$ cat src/shared/tql_pkg.sv
// Overview of operation
// - Mode select 0 torque, 1 speed
// - Selector between speed regulator and limiter
// - Current ceilings clamp in both modes
// - Torque command full scale 4095 rated
// - Torque mode adds no speed limiting
// - Filter input step bounded to 2^limit
// - Bound only on filter path
// - Raw speed exposed on observation tap
// - Mode change ramp starts from regulator
package tql_pkg;

  // ***************************************************
  // Register map (byte addresses)
  // ***************************************************
  localparam int          TQL_AW          = 8;
  localparam int          TQL_DW          = 16;
  localparam logic [7:0]  TQL_OFS_CTRL    = 8'h00;
  localparam logic [7:0]  TQL_OFS_TRQ     = 8'h04;
  localparam logic [7:0]  TQL_OFS_SPDREF  = 8'h08;
  localparam logic [7:0]  TQL_OFS_KP      = 8'h0C;
  localparam logic [7:0]  TQL_OFS_KI      = 8'h10;
  localparam logic [7:0]  TQL_OFS_STCEIL  = 8'h14;
  localparam logic [7:0]  TQL_OFS_RGCEIL  = 8'h18;
  localparam logic [7:0]  TQL_OFS_MTCEIL  = 8'h1C;
  localparam logic [7:0]  TQL_OFS_LOWB    = 8'h20;
  localparam logic [7:0]  TQL_OFS_DLIM    = 8'h24;
  localparam logic [7:0]  TQL_OFS_FSHIFT  = 8'h28;
  localparam logic [7:0]  TQL_OFS_RSTEP   = 8'h2C;
  localparam logic [7:0]  TQL_OFS_RAWSPD  = 8'h30;
  localparam logic [7:0]  TQL_OFS_FILT    = 8'h34;
  localparam logic [7:0]  TQL_OFS_CMD     = 8'h38;
  localparam logic [7:0]  TQL_OFS_STAT    = 8'h3C;

  // ***************************************************
  // Control register fields
  // ***************************************************
  localparam int TQL_BIT_MODE  = 0;  // Control mode select
  localparam int TQL_BIT_DLEN  = 1;  // Difference bound enable
  localparam int TQL_BIT_RAMP  = 2;  // Smooth change-over enable
  localparam int TQL_BIT_START = 3;  // Startup phase active

  // ***************************************************
  // Reset values and scaling
  // ***************************************************
  localparam logic [3:0]         TQL_CTRL_RST   = 4'h1;
  localparam logic signed [15:0] TQL_FULL_SCALE = 16'sh0FFF;
  localparam logic signed [15:0] TQL_WORD_MAX   = 16'sh7FFF;
  localparam logic signed [15:0] TQL_CEIL_RST   = 16'sh0FFF;
  localparam logic signed [15:0] TQL_LOWB_RST   = 16'shF001;
  localparam logic [3:0]         TQL_DLIM_RST   = 4'h8;
  localparam logic [3:0]         TQL_FSHIFT_RST = 4'h4;
  localparam logic [15:0]        TQL_RSTEP_RST  = 16'h0010;
  localparam int                 TQL_PI_FRAC    = 8;

  // ***************************************************
  // Types
  // ***************************************************
  typedef struct packed {
    logic [7:0]  addr;   // Byte address
    logic [15:0] wdata;  // Write data
    logic        wr;     // Write strobe
    logic        rd;     // Read strobe
  } tql_bus_req_t;

  typedef enum logic [1:0] {
    TQL_SPEED,
    TQL_RAMP,
    TQL_TORQUE
  } tql_mode_t;

endpackage

$ cat src/verilog/tql_speed_loop.sv
`timescale 1ns/1ps
`default_nettype none
module tql_speed_loop
  import tql_pkg::*;
(
  input  wire logic               clk_sys,
  input  wire logic               rst_b,
  input  wire tql_bus_req_t       bus_req,
  output logic [15:0]             rd_data,
  input  wire logic               speed_sample_req,
  input  wire logic signed [15:0] speed_fbk_raw,
  output logic signed [15:0]      current_cmd,
  output logic                    current_cmd_valid,
  output logic signed [15:0]      raw_speed_probe,
  output logic signed [15:0]      filt_speed
);

  // ***************************************************
  // Helpers
  // ***************************************************
  // Symmetric saturation of a wide value to +/-lim
  function automatic logic signed [15:0] tql_sat(
    input logic signed [33:0] v,
    input logic signed [15:0] lim
  );
    if (v > 34'(lim)) begin
      tql_sat = lim;
    end else if (v < -34'(lim)) begin
      tql_sat = -lim;
    end else begin
      tql_sat = v[15:0];
    end
  endfunction

  // ***************************************************
  // Register file state
  // ***************************************************
  logic [3:0]         ctrl_ff, nxt_ctrl;         // Mode and option bits
  logic signed [15:0] trq_ff, nxt_trq;           // Torque command
  logic signed [15:0] spdref_ff, nxt_spdref;     // Speed reference
  logic [15:0]        kp_ff, nxt_kp;             // Proportional gain
  logic [15:0]        ki_ff, nxt_ki;             // Integral gain
  logic signed [15:0] stceil_ff, nxt_stceil;     // Startup ceiling
  logic signed [15:0] rgceil_ff, nxt_rgceil;     // Regen ceiling
  logic signed [15:0] mtceil_ff, nxt_mtceil;     // Motoring ceiling
  logic signed [15:0] lowb_ff, nxt_lowb;         // Limiter lower bound
  logic [3:0]         dlim_ff, nxt_dlim;         // Difference bound exp
  logic [3:0]         fshift_ff, nxt_fshift;     // Filter shift
  logic [15:0]        rstep_ff, nxt_rstep;       // Ramp step per sample
  logic [15:0]        rdata_ff, nxt_rdata;       // Read data

  // ***************************************************
  // Datapath state
  // ***************************************************
  logic signed [15:0] prev_ff, nxt_prev;         // Previous filter input
  logic signed [15:0] filt_ff, nxt_filt;         // Filtered speed
  logic signed [15:0] integ_ff, nxt_integ;       // Integrator
  logic signed [15:0] pi_ff, nxt_pi;             // Regulator output
  logic signed [15:0] ramp_ff, nxt_ramp;         // Change-over ramp
  logic signed [15:0] cmd_ff, nxt_cmd;           // Limited command
  logic signed [15:0] raw_ff, nxt_raw;           // Raw speed tap
  logic               vld_ff, nxt_vld;           // Command strobe
  tql_mode_t          mode_ff, nxt_mode;         // Selector state

  // ***************************************************
  // Register file next state
  // ***************************************************
  // Writes take effect at the next edge; reads answer one cycle on
  always_comb begin
    nxt_ctrl   = ctrl_ff;
    nxt_trq    = trq_ff;
    nxt_spdref = spdref_ff;
    nxt_kp     = kp_ff;
    nxt_ki     = ki_ff;
    nxt_stceil = stceil_ff;
    nxt_rgceil = rgceil_ff;
    nxt_mtceil = mtceil_ff;
    nxt_lowb   = lowb_ff;
    nxt_dlim   = dlim_ff;
    nxt_fshift = fshift_ff;
    nxt_rstep  = rstep_ff;
    nxt_rdata  = 16'h0000;
    if (bus_req.wr) begin
      case (bus_req.addr)
        TQL_OFS_CTRL:   nxt_ctrl   = bus_req.wdata[3:0];
        // Out-of-range requests clip to rated current
        TQL_OFS_TRQ:    nxt_trq    = tql_sat(34'(signed'(bus_req.wdata)),
                                             TQL_FULL_SCALE);
        TQL_OFS_SPDREF: nxt_spdref = bus_req.wdata;
        TQL_OFS_KP:     nxt_kp     = bus_req.wdata;
        TQL_OFS_KI:     nxt_ki     = bus_req.wdata;
        TQL_OFS_STCEIL: nxt_stceil = bus_req.wdata;
        TQL_OFS_RGCEIL: nxt_rgceil = bus_req.wdata;
        TQL_OFS_MTCEIL: nxt_mtceil = bus_req.wdata;
        TQL_OFS_LOWB:   nxt_lowb   = bus_req.wdata;
        TQL_OFS_DLIM:   nxt_dlim   = bus_req.wdata[3:0];
        TQL_OFS_FSHIFT: nxt_fshift = bus_req.wdata[3:0];
        TQL_OFS_RSTEP:  nxt_rstep  = bus_req.wdata;
        default: ;  // Unmapped writes are dropped
      endcase
    end
    if (bus_req.rd) begin
      case (bus_req.addr)
        TQL_OFS_CTRL:   nxt_rdata = {12'h000, ctrl_ff};
        TQL_OFS_TRQ:    nxt_rdata = trq_ff;
        TQL_OFS_SPDREF: nxt_rdata = spdref_ff;
        TQL_OFS_KP:     nxt_rdata = kp_ff;
        TQL_OFS_KI:     nxt_rdata = ki_ff;
        TQL_OFS_STCEIL: nxt_rdata = stceil_ff;
        TQL_OFS_RGCEIL: nxt_rdata = rgceil_ff;
        TQL_OFS_MTCEIL: nxt_rdata = mtceil_ff;
        TQL_OFS_LOWB:   nxt_rdata = lowb_ff;
        TQL_OFS_DLIM:   nxt_rdata = {12'h000, dlim_ff};
        TQL_OFS_FSHIFT: nxt_rdata = {12'h000, fshift_ff};
        TQL_OFS_RSTEP:  nxt_rdata = rstep_ff;
        TQL_OFS_RAWSPD: nxt_rdata = raw_ff;
        TQL_OFS_FILT:   nxt_rdata = filt_ff;
        TQL_OFS_CMD:    nxt_rdata = cmd_ff;
        TQL_OFS_STAT:   nxt_rdata = {14'h0000, mode_ff};
        default:        nxt_rdata = 16'h0000;    // Unmapped reads zero
      endcase
    end
  end

  // Register file flops
  always_ff @(posedge clk_sys or negedge rst_b) begin
    if (!rst_b) begin
      ctrl_ff   <= TQL_CTRL_RST;
      trq_ff    <= 16'sh0000;
      spdref_ff <= 16'sh0000;
      kp_ff     <= 16'h0000;
      ki_ff     <= 16'h0000;
      stceil_ff <= TQL_CEIL_RST;
      rgceil_ff <= TQL_CEIL_RST;
      mtceil_ff <= TQL_CEIL_RST;
      lowb_ff   <= TQL_LOWB_RST;
      dlim_ff   <= TQL_DLIM_RST;
      fshift_ff <= TQL_FSHIFT_RST;
      rstep_ff  <= TQL_RSTEP_RST;
      rdata_ff  <= 16'h0000;
    end else begin
      ctrl_ff   <= nxt_ctrl;
      trq_ff    <= nxt_trq;
      spdref_ff <= nxt_spdref;
      kp_ff     <= nxt_kp;
      ki_ff     <= nxt_ki;
      stceil_ff <= nxt_stceil;
      rgceil_ff <= nxt_rgceil;
      mtceil_ff <= nxt_mtceil;
      lowb_ff   <= nxt_lowb;
      dlim_ff   <= nxt_dlim;
      fshift_ff <= nxt_fshift;
      rstep_ff  <= nxt_rstep;
      rdata_ff  <= nxt_rdata;
    end
  end

  // ***************************************************
  // Loop datapath
  // ***************************************************
  logic signed [33:0] diff;       // New input minus previous
  logic signed [33:0] bound;      // 2^limit
  logic signed [15:0] lim_in;     // Bounded filter input
  logic signed [33:0] err;        // Speed error
  logic signed [33:0] prop;       // Proportional term
  logic signed [15:0] sel;        // Selector output
  logic signed [15:0] upper;      // Active current ceiling
  logic signed [33:0] rdelta;     // Ramp distance to target

  // One whole loop update per sample request, registered at once
  always_comb begin
    nxt_prev  = prev_ff;
    nxt_filt  = filt_ff;
    nxt_integ = integ_ff;
    nxt_pi    = pi_ff;
    nxt_ramp  = ramp_ff;
    nxt_cmd   = cmd_ff;
    nxt_raw   = raw_ff;
    nxt_mode  = mode_ff;
    nxt_vld   = 1'b0;
    diff   = 34'(speed_fbk_raw) - 34'(prev_ff);
    bound  = 34'sh000000001 <<< dlim_ff;
    lim_in = speed_fbk_raw;
    // Only the filter input is bounded; the tap keeps the raw value
    if (ctrl_ff[TQL_BIT_DLEN]) begin
      if (diff > bound) begin
        lim_in = tql_sat(34'(prev_ff) + bound, TQL_WORD_MAX);
      end else if (diff < -bound) begin
        lim_in = tql_sat(34'(prev_ff) - bound, TQL_WORD_MAX);
      end
    end
    err  = 34'(spdref_ff) - 34'(filt_ff);
    prop = (err * $signed({18'h00000, kp_ff})) >>> TQL_PI_FRAC;
    rdelta = 34'(trq_ff) - 34'(ramp_ff);
    sel    = pi_ff;
    upper  = mtceil_ff;
    if (speed_sample_req) begin
      nxt_vld  = 1'b1;
      nxt_raw  = speed_fbk_raw;
      nxt_prev = lim_in;
      nxt_filt = tql_sat(((34'(lim_in) - 34'(filt_ff)) >>> fshift_ff)
                         + 34'(filt_ff), TQL_WORD_MAX);
      // Zero gains hold the output at zero for the lower-bound scheme
      nxt_integ = tql_sat(34'(integ_ff) + ((err *
                  $signed({18'h00000, ki_ff})) >>> TQL_PI_FRAC),
                  TQL_WORD_MAX);
      nxt_pi = tql_sat(34'(nxt_integ) + prop, TQL_WORD_MAX);
      // Selector sits after the regulator, before the limiter
      case (mode_ff)
        TQL_SPEED: begin
          if (!ctrl_ff[TQL_BIT_MODE]) begin
            // Ramp seeded from regulator so the command does not jump
            nxt_ramp = nxt_pi;
            nxt_mode = ctrl_ff[TQL_BIT_RAMP] ? TQL_RAMP : TQL_TORQUE;
          end
        end
        TQL_RAMP: begin
          if (rdelta > 34'($signed({1'b0, rstep_ff[14:0]}))) begin
            nxt_ramp = tql_sat(34'(ramp_ff) + 34'(rstep_ff),
                               TQL_WORD_MAX);
          end else if (rdelta < -34'($signed({1'b0, rstep_ff[14:0]})))
          begin
            nxt_ramp = tql_sat(34'(ramp_ff) - 34'(rstep_ff),
                               TQL_WORD_MAX);
          end else begin
            nxt_ramp = trq_ff;
            nxt_mode = TQL_TORQUE;
          end
          if (ctrl_ff[TQL_BIT_MODE]) begin
            nxt_mode = TQL_SPEED;
          end
        end
        TQL_TORQUE: begin
          if (ctrl_ff[TQL_BIT_MODE]) begin
            nxt_mode = TQL_SPEED;
          end
        end
        default: nxt_mode = TQL_SPEED;
      endcase
      // Torque request passes straight; no overspeed guard here
      if (ctrl_ff[TQL_BIT_MODE]) begin
        sel = nxt_pi;
      end else if (mode_ff == TQL_RAMP || nxt_mode == TQL_RAMP) begin
        sel = nxt_ramp;
      end else begin
        sel = trq_ff;
      end
      // Ceiling chosen alike in both modes
      if (ctrl_ff[TQL_BIT_START]) begin
        upper = stceil_ff;
      end else if ((sel < 0) != (nxt_filt < 0)) begin
        upper = rgceil_ff;
      end else begin
        upper = mtceil_ff;
      end
      if (sel > upper) begin
        nxt_cmd = upper;
      end else if (sel < lowb_ff) begin
        nxt_cmd = lowb_ff;
      end else begin
        nxt_cmd = sel;
      end
    end
  end

  // Datapath flops
  always_ff @(posedge clk_sys or negedge rst_b) begin
    if (!rst_b) begin
      prev_ff  <= 16'sh0000;
      filt_ff  <= 16'sh0000;
      integ_ff <= 16'sh0000;
      pi_ff    <= 16'sh0000;
      ramp_ff  <= 16'sh0000;
      cmd_ff   <= 16'sh0000;
      raw_ff   <= 16'sh0000;
      vld_ff   <= 1'b0;
      mode_ff  <= TQL_SPEED;
    end else begin
      prev_ff  <= nxt_prev;
      filt_ff  <= nxt_filt;
      integ_ff <= nxt_integ;
      pi_ff    <= nxt_pi;
      ramp_ff  <= nxt_ramp;
      cmd_ff   <= nxt_cmd;
      raw_ff   <= nxt_raw;
      vld_ff   <= nxt_vld;
      mode_ff  <= nxt_mode;
    end
  end

  // ***************************************************
  // Outputs
  // ***************************************************
  assign rd_data           = rdata_ff;
  assign current_cmd       = cmd_ff;
  assign current_cmd_valid = vld_ff;
  assign raw_speed_probe   = raw_ff;
  assign filt_speed        = filt_ff;

endmodule // tql_speed_loop
`default_nettype wire

$ cat config.mk
export PLATFORM = sky130hd
export DESIGN_NAME = tql_speed_loop
export DESIGN_NICKNAME = d
export VERILOG_FILES = /design/src/shared/tql_pkg.sv /design/src/verilog/tql_speed_loop.sv
export SDC_FILE = /design/constraint.sdc
export NUM_CORES = 2
export LEC_CHECK = 0
export BUFFER_PORTS_ARGS = -buffer_cell sky130_fd_sc_hd__buf_2
export CORE_ASPECT_RATIO = 0.75
export CORE_MARGIN = 1.5
export CORE_UTILIZATION = 40
export DETAILED_ROUTE_END_ITERATION = 10
export GPL_ROUTABILITY_DRIVEN = 0
export PLACE_DENSITY = 0.52
export SLEW_MARGIN = 20
export SYNTH_ARGS = -nofsm -noshare
export SYNTH_HDL_FRONTEND = slang
export SYNTH_SLANG_ARGS = --single-unit
$ cat constraint.sdc
create_clock -name clk_sys -period 20.4 [get_ports clk_sys]
set_clock_uncertainty 0.2 [all_clocks]
set_input_delay 2.04 -clock clk_sys [delete_from_list [all_inputs] [get_ports clk_sys]]
set_output_delay 2.04 -clock clk_sys [all_outputs]
set_load 0.01 [all_outputs]
==> results.ini <==
[status]
result_of_the_run=complete, no violations

[yosys]
largest_area_contributor_in_the_synthesized_netlist=fa_1
synthCells=5957
synth_top_flop_cell=dfrtp_1
synth.cell_area_mm2=0.0504
synth.distinct_cells=100
synth.yosys.warnings=0
synthesis.area_per_instance_um2=8.47
synth_sequential_area_ratio_pct=13.6
synth_seq_cells=271
synth_top_area_share_pct=22.2
largest_cells_by_area_after_synthesis=fa_1 22%, ha_1 12%, dfrtp_1 11%, inv_1 6.5%, nand2_1 4.1%
synth_edf_count=0
synth_async_sr_flop_share_pct=100

[floorplanning]
num_io_pins=110
floorplan.initialDensity_pct=40.4
placement_rows=112
die_width_um=413
area_of_the_die_mm2=0.128
die_h_um=311
core_area_mm2=0.125

[detailed_routing]
route.final.wire_length_um=180000
drt_first_pass_iters=6
average_via_count_per_standard_cell=5.79
ant_nets=0
detailedRoute.firstIterationViolations=4633
drc_errors=0
num_vias=44000
wl_per_cell_um=23.7

[worst_setup_path]
setup.worst_path.class=reg -> reg
critical_path_top_delay_cell=or4_1
arrival_ps=19700
critical_path.max_fanout=13
timing.critical_path.from=spdref_ff[0]
cp.required_ps=20700
worstSetupStartpointType=flop
timing.critical_path.slowest_cell_delay_ps=570
critical_path.endpoint_type=flop
rr_startpoint=spdref_ff[0]

[cells_and_area]
most_frequent_standard_cell_in_the_layout_excluding_fill_and_tap_cells=inv_1
share_of_post_route_cells_with_drive_strength_above_1_pct=9.65
area_delta_synth_final_pct=6.94
final_cell_area_mm2=0.0539
nets=7019
most-common-layout-cells=877 x inv_1, 560 x fa_1, 549 x nand2_1, 497 x ha_1, 304 x nor2_1

[clocking]
tritoncts.num_buffers=30
clk_pin_slew_ps=70
cts-htree-levels=1
ctsLongestPathBuffers=3
clk_root_buffer_cell=clkbuf_16
tritoncts_num_sinks=271
cts_repair_resize_count=0
cts.repair_timing.setup_buffer_count=0
cts.hold.buffers_added=0
cts_tree=done
clkLatencyLatePin_ps=650

[sta]
final_period_minus_worst_setup_slack_ps=19390
timing.fmax_ghz=0.0516
finalSetupViolations=0
min_period_over_period_pct=95.1
hold_slack_ps=302
drv_slew=0
tightest_slew_ps=1160
timing.final.hold_violations=0
max_slew_margin_pct=22.8

[power_and_ir_drop]
finalPower_mw=9.68
vdd_ir_drop_max_uv=229
p_leak_nw=25.7
power_density_mw_per_mm2=180

[place]
io_buffers=109
postPlaceCellArea_mm2=0.0528
dp.final_hpwl_um=143000

[global_route]
grt.total_usage_pct=28.0
gr-total-overflow=0
grt_first_pass_wirelength_um=275000
initial_antenna_violation_count=15
first_global_vias=42300
grt_max_degree=90

[worst_hold_path]
worstHoldStart=integ_ff[2]
min_path_type=reg -> reg

[run]
drv.max_cap_violation_count=0

area by class of cell:
cell class,instances,area (um2)
Antenna cell,5,12.5
Clock buffer,40,858
Clock inverter,16,193
Fill cell,12600,70800
Inverter,880,3300
Multi-Input combinational cell,4526,39400
Sequential cell,271,6840
Tap cell,1653,2070
Timing Repair Buffer,206,1290
cell families after synthesis:
group	count (synthesis)	synth area share, %
simple gates	1818	18.1
compound gates	1213	16.4
buf+inv	1170	8.77
fa+ha+maj	1062	34.7
flops	271	13.6
mux	225	5.04
xor+xnor	197	3.44
other cells	1	0.00744
power breakdown:
part | switching, mW | internal, mW | leakage (nW) | total (mW)
sequential | 0.193 | 0.631 | 3.34 | 0.823
clock | 0.269 | 0.336 | 0.516 | 0.606
combinational | 5.24 | 3.02 | 21.8 | 8.25
total | 5.70 | 3.99 | 25.7 | 9.68
worst max-delay path, delay by kind of cell, from the launching register on:
| kind | cells | cell delay (ps) |
|---|---|---|
| flip-flops | 1 | 370 |
| buffers and inverters | 5 | 240 |
| AO/OA/AOI/OAI | 37 | 9180 |
| AND/OR/NAND/NOR | 15 | 3750 |
| adder cells (fa/ha/maj) | 13 | 5290 |
| XOR/XNOR | 1 | 210 |
path summary, 6_finish.rpt:
check | end | slack, ps | cells past startpoint
setup / recovery | current_cmd[12] | 1010 | 71
hold / removal | integ_ff[2] | 300 | 1
setup reg to reg | current_cmd[12] | 1010 | 71
hold reg to reg | integ_ff[2] | 300 | 1
max in group asynchronous | rstep_ff[15] | 16640 | 3
min in group asynchronous | kp_ff[11] | 1210 | 1
registers in the layout, indices dropped and copies added, names as in the netlist:
signal,cells
current_cmd,16
filt_speed,16
integ_ff,16
ki_ff,16
kp_ff,16
lowb_ff,16
mtceil_ff,16
prev_ff,16
ramp_ff,16
raw_speed_probe,16
rd_data,16
rgceil_ff,16
rstep_ff,16
spdref_ff,16
stceil_ff,16
trq_ff,16
ctrl_ff,4
dlim_ff,4
fshift_ff,4
mode_ff,2
current_cmd_valid,1
metal layers:
layer	global-route usage, %	part of all wire (%)	vias up
met5	0	0.054	-
met4	5.68	2.2	14
met3	5.08	8.6	202
met2	37.9	39	1629
met1	45.2	50	22000
li1	-	-	20100
Yosys cell counts, drive strengths merged (77+ instances only):
cell type,n
a21oi,249
mux2,173
clkbuf,270
nand3,177
inv,879
and2,229
a21o,88
xnor2,133
ha,499
fa,560
nor2b,130
o21ai,220
nor3,77
nor2,315
nand2b,78
dfrtp,226
nand2,550
per-stage QoR:
step                      setup TNS (ps)  utilization [%]  cells  setup slack [ps]
final                                  0             43.2   7597              1010
after global routing                -126             43.2   7593             -42.9
after global placement                 0             42.3   7535              1200
after CTS                              0             43.2   7591              1000
after detailed placement               0             42.3   7535              1160
after floorplan                        0                -   5966              3410
(Power assumes the default switching activity.)
